==> config.mk <==
export PLATFORM = sky130hd
export DESIGN_NAME = rtcrc_top
export DESIGN_NICKNAME = d
export VERILOG_FILES = /design/src/rtcrc_pkg.sv /design/src/rtcrc_sexa_counter.sv /design/src/rtcrc_top.sv
export SDC_FILE = /design/constraint.sdc
export NUM_CORES = 1
export LEC_CHECK = 0
export CAP_MARGIN = 5
export CORE_AREA = 2 2 109 85
export DETAILED_ROUTE_END_ITERATION = 16
export DIE_AREA = 0 0 111 87
export DONT_BUFFER_PORTS = 1
export PLACE_DENSITY = 0.61
export SLEW_MARGIN = 20
export SYNTH_ARGS = -nofsm -noshare
export SYNTH_HDL_FRONTEND = slang
export SYNTH_SLANG_ARGS = --single-unit
==> constraint.sdc <==
create_clock -name clk -period 2.61 [get_ports clk]
set_input_delay 0.522 -clock clk [delete_from_list [all_inputs] [get_ports clk]]
set_output_delay 0.522 -clock clk [all_outputs]
set_load 0.01 [all_outputs]
==> src/rtcrc_pkg.sv <==
package rtcrc_pkg;

    // Event and flag bit positions.
    localparam int EV_32HZ = 0;
    localparam int EV_8HZ = 1;
    localparam int EV_4HZ = 2;
    localparam int EV_1HZ = 3;
    localparam int EV_TENSEC = 4;
    localparam int EV_MINUTE = 5;
    localparam int EV_TENMIN = 6;
    localparam int EV_HOUR = 7;
    localparam int EV_HALFDAY = 8;
    localparam int EV_DAY = 9;
    localparam int EV_COUNT = 10;

    // Tick rate and prescaler taps.
    localparam int TICK_HZ = 256;
    localparam int PRESC_W = 8;
    localparam logic [PRESC_W-1:0] PRESC_32HZ_MASK = 8'h07;
    localparam logic [PRESC_W-1:0] PRESC_8HZ_MASK = 8'h1F;
    localparam logic [PRESC_W-1:0] PRESC_4HZ_MASK = 8'h3F;
    localparam logic [PRESC_W-1:0] PRESC_1HZ_MASK = 8'hFF;
    localparam logic [PRESC_W-1:0] PRESC_RESET = 8'h00;

    // Counter limits in binary and decimal-digit form.
    localparam logic [6:0] SEXA_LAST_BIN = 7'h3B;
    localparam logic [6:0] SEXA_LAST_BCD = 7'h59;
    localparam logic [3:0] DIGIT_NINE = 4'h9;
    localparam logic [6:0] TEN_BIN = 7'h0A;
    localparam logic [5:0] HOUR_23_BIN = 6'h17;
    localparam logic [5:0] HOUR_23_BCD = 6'h23;
    localparam logic [5:0] HOUR_11_BIN = 6'h0B;
    localparam logic [5:0] HOUR_11_BCD = 6'h11;
    localparam logic [5:0] HOUR_12_BIN = 6'h0C;
    localparam logic [5:0] HOUR_12_BCD = 6'h12;
    localparam logic [5:0] HOUR_ONE = 6'h01;
    localparam logic [5:0] HOUR_ZERO = 6'h00;

    // Control reset values.
    localparam logic [EV_COUNT-1:0] FLAGS_RESET = 10'h000;

    typedef struct packed {
        logic [5:0] hour;
        logic meridiem;
        logic [6:0] min;
        logic [6:0] sec;
    } rtcrc_time_t;

endpackage

==> src/rtcrc_sexa_counter.sv <==
`timescale 1ns/1ns
module rtcrc_sexa_counter (
    input wire logic clk,
    input wire logic load,
    input wire logic [6:0] load_val,
    input wire logic bcd,
    input wire logic inc,
    output logic [6:0] count_reg,
    output logic wrap,
    output logic tens_step
);

    function automatic logic at_last(input logic [6:0] v, input logic b);
        at_last = b ? (v == rtcrc_pkg::SEXA_LAST_BCD) : (v == rtcrc_pkg::SEXA_LAST_BIN);
    endfunction

    function automatic logic ones_nine(input logic [6:0] v, input logic b);
        ones_nine = b ? (v[3:0] == rtcrc_pkg::DIGIT_NINE) : ((v % rtcrc_pkg::TEN_BIN) == 7'h09);
    endfunction

    logic [6:0] count_next;

    always_comb begin
        if (at_last(count_reg, bcd)) begin
            count_next = 7'h00;
        end else if (bcd && count_reg[3:0] == rtcrc_pkg::DIGIT_NINE) begin
            count_next = {count_reg[6:4] + 3'h1, 4'h0};
        end else begin
            count_next = count_reg + 7'h01;
        end
    end

    // Counts 0 to 59 and wraps with a carry out.
    assign wrap = inc && at_last(count_reg, bcd);
    assign tens_step = inc && ones_nine(count_reg, bcd);

    // No reset: contents survive an initial reset.
    always_ff @(posedge clk) begin
        if (load) begin
            count_reg <= load_val;
        end else if (inc) begin
            count_reg <= count_next;
        end
    end

endmodule

==> src/rtcrc_top.sv <==
`timescale 1ns/1ns
// What this block does
// - Time base advances on 256 Hz tick.
// - Tick ignored while block is stopped.
// - Starting run resets the shared divider.
// - Run bit zero and idle after reset.
// - Format bit picks 12 or 24 hours.
// - Meridiem bit writable, zero in 24-hour mode.
// - Count while run is one, halt at zero.
// - Status falls only when counting really stops.
// - Flag may rise right after restart.
// - Ten sources, each gated by its enable.
// - Day and half-day events as hour 11 or 23 ends.
// - Hour and ten-minute events on minutes.
// - Minute and ten-second events on seconds.
// - Prescaler gives 1, 4, 8, 32 Hz events.
// - Enabled event sets flag and raises request.
// - Writing one clears a flag.
// - Keeps running and interrupting in sleep.
// - Seconds and minutes count 0 to 59.
// - Hours count 0-23 or 1-12.
// - Reset leaves time counters unchanged.
module rtcrc_top (
    input wire logic clk,
    input wire logic reset_n,
    input wire logic regulated_256hz_tick,
    input wire logic count_run_ctl,
    input wire logic hour_format_sel,
    input wire logic decimal_digit_mode,
    input wire logic time_load,
    input wire rtcrc_pkg::rtcrc_time_t time_load_val,
    input wire logic [rtcrc_pkg::EV_COUNT-1:0] irq_enable_reg,
    input wire logic [rtcrc_pkg::EV_COUNT-1:0] irq_flag_clear,
    output rtcrc_pkg::rtcrc_time_t time_reg,
    output logic count_active_status,
    output logic divider_restart_reg,
    output logic [rtcrc_pkg::EV_COUNT-1:0] irq_flag_reg,
    output logic irq_req_reg
);

    logic tick_meta_reg;
    logic tick_sync_reg;
    logic tick_prev_reg;
    logic tick_edge;
    logic run_prev_reg;
    logic run_start;
    logic active_reg;
    logic [rtcrc_pkg::PRESC_W-1:0] presc_reg;
    logic tick_en;
    logic ev_1hz;
    logic load_ok;
    logic [6:0] sec_val;
    logic [6:0] min_val;
    logic sec_wrap;
    logic sec_tens;
    logic min_wrap;
    logic min_tens;
    logic [5:0] hour_reg;
    logic pm_reg;
    logic [5:0] hour_next;
    logic pm_next;
    logic day_ev;
    logic half_ev;
    logic [rtcrc_pkg::EV_COUNT-1:0] events;
    logic [rtcrc_pkg::EV_COUNT-1:0] fire;

    function automatic logic [5:0] hour_inc(input logic [5:0] h, input logic bcd);
        if (bcd && h[3:0] == rtcrc_pkg::DIGIT_NINE) begin
            hour_inc = {h[5:4] + 2'h1, 4'h0};
        end else begin
            hour_inc = h + 6'h01;
        end
    endfunction

    function automatic logic is_hour(input logic [5:0] h, input logic bcd,
                                     input logic [5:0] bin_v, input logic [5:0] bcd_v);
        is_hour = bcd ? (h == bcd_v) : (h == bin_v);
    endfunction

    // The tick comes from the clock generator's domain.
    always_ff @(posedge clk or negedge reset_n) begin
        if (!reset_n) begin
            tick_meta_reg <= 1'b0;
            tick_sync_reg <= 1'b0;
            tick_prev_reg <= 1'b0;
        end else begin
            tick_meta_reg <= regulated_256hz_tick;
            tick_sync_reg <= tick_meta_reg;
            tick_prev_reg <= tick_sync_reg;
        end
    end

    assign tick_edge = tick_sync_reg && !tick_prev_reg;

    // A rising run request restarts the shared divider.
    assign run_start = count_run_ctl && !run_prev_reg;

    always_ff @(posedge clk or negedge reset_n) begin
        if (!reset_n) begin
            run_prev_reg <= 1'b0;
            divider_restart_reg <= 1'b0;
        end else begin
            run_prev_reg <= count_run_ctl;
            divider_restart_reg <= run_start;
        end
    end

    // Run state changes only on a tick, so status tracks real counting.
    always_ff @(posedge clk or negedge reset_n) begin
        if (!reset_n) begin
            active_reg <= 1'b0;
        end else if (tick_edge) begin
            active_reg <= count_run_ctl;
        end
    end

    assign count_active_status = active_reg;
    assign tick_en = tick_edge && active_reg;

    // Prescaler restarts with the divider and holds while stopped.
    always_ff @(posedge clk or negedge reset_n) begin
        if (!reset_n) begin
            presc_reg <= rtcrc_pkg::PRESC_RESET;
        end else if (run_start) begin
            presc_reg <= rtcrc_pkg::PRESC_RESET;
        end else if (tick_en) begin
            presc_reg <= presc_reg + 8'h01;
        end
    end

    assign ev_1hz = tick_en && ((presc_reg & rtcrc_pkg::PRESC_1HZ_MASK) == rtcrc_pkg::PRESC_1HZ_MASK);

    // Counters accept a load only while stopped.
    assign load_ok = time_load && !active_reg;

    rtcrc_sexa_counter u_sec (
        .clk(clk),
        .load(load_ok),
        .load_val(time_load_val.sec),
        .bcd(decimal_digit_mode),
        .inc(ev_1hz),
        .count_reg(sec_val),
        .wrap(sec_wrap),
        .tens_step(sec_tens)
    );

    rtcrc_sexa_counter u_min (
        .clk(clk),
        .load(load_ok),
        .load_val(time_load_val.min),
        .bcd(decimal_digit_mode),
        .inc(sec_wrap),
        .count_reg(min_val),
        .wrap(min_wrap),
        .tens_step(min_tens)
    );

    // Hour range and meridiem follow the selected format.
    always_comb begin
        hour_next = hour_inc(hour_reg, decimal_digit_mode);
        pm_next = pm_reg;
        day_ev = 1'b0;
        half_ev = 1'b0;
        if (hour_format_sel) begin
            if (is_hour(hour_reg, decimal_digit_mode, rtcrc_pkg::HOUR_12_BIN, rtcrc_pkg::HOUR_12_BCD)) begin
                hour_next = rtcrc_pkg::HOUR_ONE;
            end else if (is_hour(hour_reg, decimal_digit_mode, rtcrc_pkg::HOUR_11_BIN,
                                 rtcrc_pkg::HOUR_11_BCD)) begin
                hour_next = decimal_digit_mode ? rtcrc_pkg::HOUR_12_BCD : rtcrc_pkg::HOUR_12_BIN;
                pm_next = !pm_reg;
                half_ev = 1'b1;
                day_ev = pm_reg;
            end
        end else begin
            pm_next = 1'b0;
            if (is_hour(hour_reg, decimal_digit_mode, rtcrc_pkg::HOUR_23_BIN, rtcrc_pkg::HOUR_23_BCD)) begin
                hour_next = rtcrc_pkg::HOUR_ZERO;
                half_ev = 1'b1;
                day_ev = 1'b1;
            end else if (is_hour(hour_reg, decimal_digit_mode, rtcrc_pkg::HOUR_11_BIN,
                                 rtcrc_pkg::HOUR_11_BCD)) begin
                half_ev = 1'b1;
            end
        end
    end

    // Hours and meridiem are not reset either.
    always_ff @(posedge clk) begin
        if (load_ok) begin
            hour_reg <= time_load_val.hour;
            pm_reg <= time_load_val.meridiem && hour_format_sel;
        end else if (min_wrap) begin
            hour_reg <= hour_next;
            pm_reg <= pm_next;
        end else if (!hour_format_sel) begin
            pm_reg <= 1'b0;
        end
    end

    always_comb begin
        time_reg.sec = sec_val;
        time_reg.min = min_val;
        time_reg.hour = hour_reg;
        time_reg.meridiem = pm_reg && hour_format_sel;
    end

    // Event sources.
    always_comb begin
        events = '0;
        events[rtcrc_pkg::EV_32HZ] = tick_en && ((presc_reg & rtcrc_pkg::PRESC_32HZ_MASK)
                                                 == rtcrc_pkg::PRESC_32HZ_MASK);
        events[rtcrc_pkg::EV_8HZ] = tick_en && ((presc_reg & rtcrc_pkg::PRESC_8HZ_MASK)
                                                == rtcrc_pkg::PRESC_8HZ_MASK);
        events[rtcrc_pkg::EV_4HZ] = tick_en && ((presc_reg & rtcrc_pkg::PRESC_4HZ_MASK)
                                                == rtcrc_pkg::PRESC_4HZ_MASK);
        events[rtcrc_pkg::EV_1HZ] = ev_1hz;
        events[rtcrc_pkg::EV_TENSEC] = sec_tens;
        events[rtcrc_pkg::EV_MINUTE] = sec_wrap;
        events[rtcrc_pkg::EV_TENMIN] = sec_wrap && min_tens;
        events[rtcrc_pkg::EV_HOUR] = min_wrap;
        events[rtcrc_pkg::EV_HALFDAY] = min_wrap && half_ev;
        events[rtcrc_pkg::EV_DAY] = min_wrap && day_ev;
    end

    assign fire = events & irq_enable_reg;

    // Flags: set wins over a simultaneous write-one clear.
    genvar gi;
    generate
        for (gi = 0; gi < rtcrc_pkg::EV_COUNT; gi++) begin : g_flag
            always_ff @(posedge clk or negedge reset_n) begin
                if (!reset_n) begin
                    irq_flag_reg[gi] <= rtcrc_pkg::FLAGS_RESET[gi];
                end else if (fire[gi]) begin
                    irq_flag_reg[gi] <= 1'b1;
                end else if (irq_flag_clear[gi]) begin
                    irq_flag_reg[gi] <= 1'b0;
                end
            end
        end
    endgenerate

    // No sleep gating exists here, so requests keep flowing in sleep.
    always_ff @(posedge clk or negedge reset_n) begin
        if (!reset_n) begin
            irq_req_reg <= 1'b0;
        end else begin
            irq_req_reg <= |((irq_flag_reg | fire) & irq_enable_reg);
        end
    end

endmodule

Word level (Yosys, flattened, before mapping)
Index checks and enable logic that the tools add are counted.

operators by class
  $add $sub $neg = 7
  divide/modulo/power cells = 2
  equality and inequality tests = 22
  mux-type cells = 59
  bitwise operators = 3
  reductions and logical operators = 40

operators by type and width
  kind                 count
  $mux 7               8
  $mux 6               7
  $mux 1               41
  $reduce_bool 2->1    14
  $and 10x10->10       2
  $logic_and 1x1->1    20
  $eq 6x5->1 const B   3
  $mux 8               2
  $add 7x1->7 const B  2
  $eq 7x4->1 const B   2
  $eq 7x6->1 const B   2
  $eq 7x7->1 const B   2
  $mod 7x4->7 const B  2
  $eq 4x4->1 const B   3
  $eq 6x4->1 const B   2
  $eq 6x6->1 const B   2
  $or 10x10->10        1
  $reduce_or 10->1     1
  $add 8x1->8 const B  1
  $eq 8x8->1 const B   1
  $add 3x1->3 const B  2
  $add 6x1->6 const B  1
  $ne 3x1->1 const B   2
  $eq 5x5->1 const B   1
  6 further kinds      9

word-level totals
  bits in registers = 46
  input port bits = 48

Logic depth before layout (Yosys ltp)
  depth in word-level cells = 11
  mapped depth = 10
  depth with buffers taken out = 10

Hierarchy
Synthesis repeated with hierarchy kept, for this count alone.

second synthesis, totals
  cell total of the unflattened synthesis = 367
  area, all modules = 3453.3 µm²

modules (own cells, without submodules)
  module                      times used  cells an instance  area an instance (µm²)  sequential area each (µm²)
  rtcrc_top                   1           182                1798.0                  835.8
  rtcrc_sexa_counter (u_min)  1           98                 860.8                   210.2
  rtcrc_sexa_counter (u_sec)  1           87                 794.5                   210.2

Worst setup path before layout
No wires, ideal clock.

  path type = reg2reg
  start = reg presc_reg[0] (netlist bit)
  end = reg hour_reg[0] (enable)
  library setup time = 0.377 ns
  data arrival time = 1.730 ns
  slack = 0.503 ns
  stages on the path, launching flop included = 6
  clock period less this slack = 2.107 ns
  cell sequence = dfrtp_1 > ha_1 > nand3_1 > nor4b_4 > nand2_1 > o21ai_0

between the ends
  cells in the longest elaborated chain, start to end = 5

RTL lines
  item                                RTL line                  text
  start: declaration                  rtcrc_top.sv:48           logic [rtcrc_pkg::PRESC_W-1:0] presc_reg;
  start signal: assignment            rtcrc_top.sv:123          presc_reg <= rtcrc_pkg::PRESC_RESET;
  start signal: assignment            rtcrc_top.sv:125          presc_reg <= rtcrc_pkg::PRESC_RESET;
  start signal: assignment            rtcrc_top.sv:127          presc_reg <= presc_reg + 8'h01;
  $eq 8x8->1                          rtcrc_top.sv:131          assign ev_1hz = tick_en && ((presc_reg & rtcrc_pkg::PRESC_1HZ_MASK) == rtcrc_pkg::PRESC_1HZ_MASK);
  $logic_and 1x1->1                   rtcrc_top.sv:131
  $logic_and 1x1->1 (2 in series)     rtcrc_sexa_counter.sv:34  assign wrap = inc && at_last(count_reg, bcd);
  $reduce_bool 2->1 (no source line)  --
  end signal: assignment              rtcrc_top.sv:190          hour_reg <= time_load_val.hour;
  end signal: assignment              rtcrc_top.sv:193          hour_reg <= hour_next;
  end: declaration                    rtcrc_top.sv:58           logic [5:0] hour_reg;

No other way between the ends.
A chain may end at the register's enable or synchronous reset.

Final worst setup path
  start = reg u_min.count_reg[5]
  end = reg irq_req_reg

between the ends
  cells in the longest elaborated chain, start to end = 9
  elaborated cells between the ends (all ways) = 15
  classes of those cells = div: 1; eq/ne: 3; mux: 2; bitwise: 3; reduce/logical: 6

RTL lines
  item                      RTL line                  text
  start: declaration        rtcrc_sexa_counter.sv:8   output logic [6:0] count_reg,
  start signal: assignment  rtcrc_sexa_counter.sv:40  count_reg <= load_val;
  start signal: assignment  rtcrc_sexa_counter.sv:42  count_reg <= count_next;
  $mod 7x4->7               rtcrc_sexa_counter.sv:18  ones_nine = b ? (v[3:0] == rtcrc_pkg::DIGIT_NINE) : ((v % rtcrc_pkg::TEN_BIN) == 7'h09);
  $eq 7x4->1                rtcrc_sexa_counter.sv:18
  $mux 1                    rtcrc_sexa_counter.sv:18
  $logic_and 1x1->1         rtcrc_sexa_counter.sv:35  assign tens_step = inc && ones_nine(count_reg, bcd);
  $logic_and 1x1->1         rtcrc_top.sv:219          events[rtcrc_pkg::EV_TENMIN] = sec_wrap && min_tens;
  $and 10x10->10 *          rtcrc_top.sv:225          assign fire = events & irq_enable_reg;
  $or 10x10->10 *           rtcrc_top.sv:248          irq_req_reg <= |((irq_flag_reg | fire) & irq_enable_reg);
  $and 10x10->10 *          rtcrc_top.sv:248
  $reduce_or 10->1 *        rtcrc_top.sv:248
  end signal: assignment    rtcrc_top.sv:248
  end: declaration          rtcrc_top.sv:38           output logic irq_req_reg

Every way passes the cells marked *; elsewhere a longest branch is shown, timed or not.

==> flow_results.org <==
** Clock network
- Insertion delay to the later sink of the worst-skew pair :: around 0.29 ns
- Depth of the CTS H-tree :: 2
- In this run, post-CTS repair resized a total of 0 instances.
- Post-CTS timing repair inserted 0 buffers for setup.
- In this run the clock root is driven by a sky130_fd_sc_hd__clkbuf_16.
- After clock tree synthesis, the clock-pin slew on the worst setup and hold paths is approximately 0.070 ns.
- TritonCTS built the clock tree.
- Clock buffer depth :: 2
- The number of hold buffers added after CTS was 1.
- Number of CTS-inserted buffers :: 5
- Clock sink total :: 46

** Critical path
- At the worst endpoint, the required time is 2.76 ns.
- Number of stages on the worst setup path :: 8
- Crit Reg-Reg Endpoint :: irq_req_reg
- Worst path buffer plus inverter count :: 1
- The largest individual stage delay along the critical path comes from the cell sky130_fd_sc_hd__edfxtp_1.
- Family with the most delay on the worst path :: compound AO/OA/AOI/OAI gates
- Arr. time, crit path :: 2.46 ns
- The worst setup path is of the reg -> reg kind.
- The worst setup path is captured at a flip-flop.
- In this run the critical register-to-register path is launched from u_min.count_reg[5].
- The worst register-to-register path has a setup slack of between 0.3 and 0.4 ns.
- Biggest fanout along the worst timing path :: 5
- Worst Setup Start Kind :: flip-flop
- Delay of the slowest cell on the worst path :: 0.39 ns
- The number of cells on the worst reg-to-reg path is 8.
- Traced cell by cell, the critical path runs through inv_1, ha_1, nor2_1, and4_1, a211oi_1, o311ai_0, a221oi_2, nand4_1.

** Place
- Dpl ws :: 0.356 ns
- Global placer's final weighted congestion :: 0.860
- Number of placed instances, taps included :: 470
- Estimated wirelength of the detail-placed design :: 6680 um
- Instance area at placement :: 3460 sq um
- Number of port buffers :: 0

** Timing
- Final setup vio count :: 0
- Part of the cycle the worst path needs :: 88.5%
- Timing would allow up to 433 MHz.
- After routing, the total negative slack on setup checks comes to 0 ns.
- The number of max-slew violations in the final report is 0.
- At the pin with the least slew margin, the transition time is 0.617 ns.
- The worst path in the final design needs a cycle of 2.31 ns, including I/O delays and setup.
- Hold Violations, Final :: 0
- Setup repair after global routing left no endpoint under its margin.
- Setup slack on the critical path of the routed design comes to 0.300 ns.
- On the final layout, the worst clock skew is 0.00667 ns.
- Relative slew slack :: 58.6%
- Worst-case hold slack :: 0.0481 ns

** Synth
- The Yosys step of the flow raised 0 warnings.
- Synthesized area per cell :: 9.13 sq um
- Synthesis instantiated 68 different standard cells from the library.
- Sequential elements use 37.6% of the synthesized area.
- Main synth FF type :: sky130_fd_sc_hd__dfrtp_1
- For this run, asynchronously set or reset flops after synthesis account for 54.3%.
- Counting flops and latches in the post-synthesis netlist gives 46.
- Number of synthesized flops with an enable pin :: 21
- Synthesized cell area :: 3340 sq um
- Cell count after synthesis :: between 300 and 400
- Number of nets in the synthesized netlist :: approximately 430

** Route
- Dividing the detail-routed wire length by the instance count gives 18.3 um.
- Vias per cell :: between 5 and 6
- Routed signal wires occupy layers up through met4.
- In the routed design, unresolved DRC markers number 0.
- The routed layout has approximately 2,700 vias.
- First-iteration detailed-routing DRC count :: 229
- WL met3 :: ~760 um
- Wire segments on met2 add up to between 3000 and 4000 um in the final route.
- Once detail routing completed, the nets flagged for antenna violations numbered 0.
- The pre-antenna-repair detailed-routing pass consisted of 4 iterations.
- DRT Wirelength :: 8780 um
- Metal-1 WL :: between 4000 and 5000 um

** Global routing
- Via count of the first global-routing pass :: 2,675
- Global-route wire length before repair :: between 10,000 and 15,000 um
- Overall routing resource usage :: 18.6%
- Maximum number of pins on one net before global-route repair :: 26
- Initial antenna violation count :: 0
- The total overflow left after global routing is 0.

** Layout
- The repair_antennas step left the layout with diodes totalling 0.
- Layout cell share with drive strength beyond 1 :: 9.54%
- Leaving out fill and tap cells, the most frequent cell in the layout is sky130_fd_sc_hd__nand2_1.
- Final cell count without fillers :: around 480
- In the layout the commonest cells are sky130_fd_sc_hd__nand2_1, sky130_fd_sc_hd__nor2_1, sky130_fd_sc_hd__dfrtp_1.
- Area growth from synthesis to layout :: 8.54%
- After the last flow step, the layout net total stands at roughly 430.
- Largest register FFs :: 10
- The finished cells cover between 3000 and 4000 sq um.

** Die
- The die is about 110 um wide.
- The initial utilization of the core area, before any placement, comes to about two fifths.
- Core outline area :: 8670 sq um
- Boundary pin count :: 82
- Number of rows in the core area :: 30
- DIE AREA :: approximately 9700 sq um
- In this run the vertical extent of the chip is around 87 um.

** Job
- Across the run, the number of max-cap violations was 0.

** Power
- The internal power of the cells totals roughly 1.4 mW.
- In this run, flip-flops and latches consume 46.2% of the power.
- The analysis attributes to net switching a power of 0.604 mW.
- Leakage Power :: 1.48 nW
- Total power divided by cell area :: 550 nW/um^2
- Per report_power, the clock group accounts for about a third of the total.
- Fraction of power spent switching nets :: 30.3%
- IR analysis of the VDD net gives a maximum drop of 0.000271 V.
- Part of the total power dissipated in combinational logic :: 21.0%

** Worst hold path
- Worst min-delay path category :: in -> async

** Outcome
- Result of the run :: complete, no violations
-- metal layers --
| layer | up-vias | global-route usage (%) |
|---|---|---|
| li1 | 1316 | - |
| met1 | 1289 | 25.8 |
| met2 | 99 | 29.0 |
| met3 | 7 | 5.85 |
| met4 | 0 | 3.52 |
| met5 | - | 0 |
-- logic make-up (layout without fill, tap and decap cells) --
family / after synthesis / count (layout) / share of synthesized area [%]
AOI/OAI and AO/OA: 83 / 83 / 16.7
buffers and inverters: 40 / 41 / 5.69
xor gates and xnor gates: 25 / 25 / 6.55
adders and majority gates: 17 / 17 / 6.36
muxes: 8 / 8 / 2.43
DFF: 46 / 46 / 37.6
and+or+nand+nor: 147 / 147 / 24.7
-- cell usage after synthesis, drive strengths merged, types with 4 or more instances --
cell type	n	area (sq um)
o31ai	6	45.0
a22oi	6	45.0
nor3b	5	37.5
mux2i	7	70.1
nand4	5	31.3
o21ai	27	135
inv	20	75.1
clkbuf	9	43.8
nand2	46	173
buf	11	71.3
nand2b	5	38.8
xor2	10	87.6
xnor2	15	131
ha	17	213
a21oi	12	67.6
dfrtp	25	626
nor2	27	101
nand3b	7	52.6
nor2b	6	37.5
nor3	4	20.0
edfxtp	21	631
nand3	17	85.1
-- cell type report --
cell class                      count  area, sq um
Inverter                           20         75.1
Fill cell                         853         5040
Tap cell                          112          140
Multi-Input combinational cell    280         1900
Timing Repair Buffer               13          110
Clock buffer                        7          143
Sequential cell                    46         1260
Clock inverter                      1         5.00
-- per-stage QoR --
step,power (mW),utilization [%]
6_report,2.00,41.8
5_1_grt,2.09,41.8
4_1_cts,2.00,41.8
3_5_place_dp,1.34,39.9
3_3_place_gp,1.33,39.9
2_1_floorplan,1.24,-
-- power groups by stage --
stage,Clock [mW],Combinational [mW],Sequential (mW)
5_1_grt,0.690,0.470,0.935
4_1_cts,0.659,0.420,0.922
3_3_place_gp,0,0.397,0.933
2_1_floorplan,0,0.338,0.905
6_report,0.653,0.419,0.923
3_5_place_dp,0,0.406,0.936
-- worst max path at each step --
stage                             startpoint          end
after floorplan                 presc_reg[0]  hour_reg[0]
after global placement    u_min.count_reg[0]  irq_req_reg
after detailed placement  u_min.count_reg[5]  irq_req_reg
after CTS                 u_min.count_reg[5]  irq_req_reg
after global routing      u_min.count_reg[5]  irq_req_reg
final                     u_min.count_reg[5]  irq_req_reg
Power figures use the tool's default switching activity.
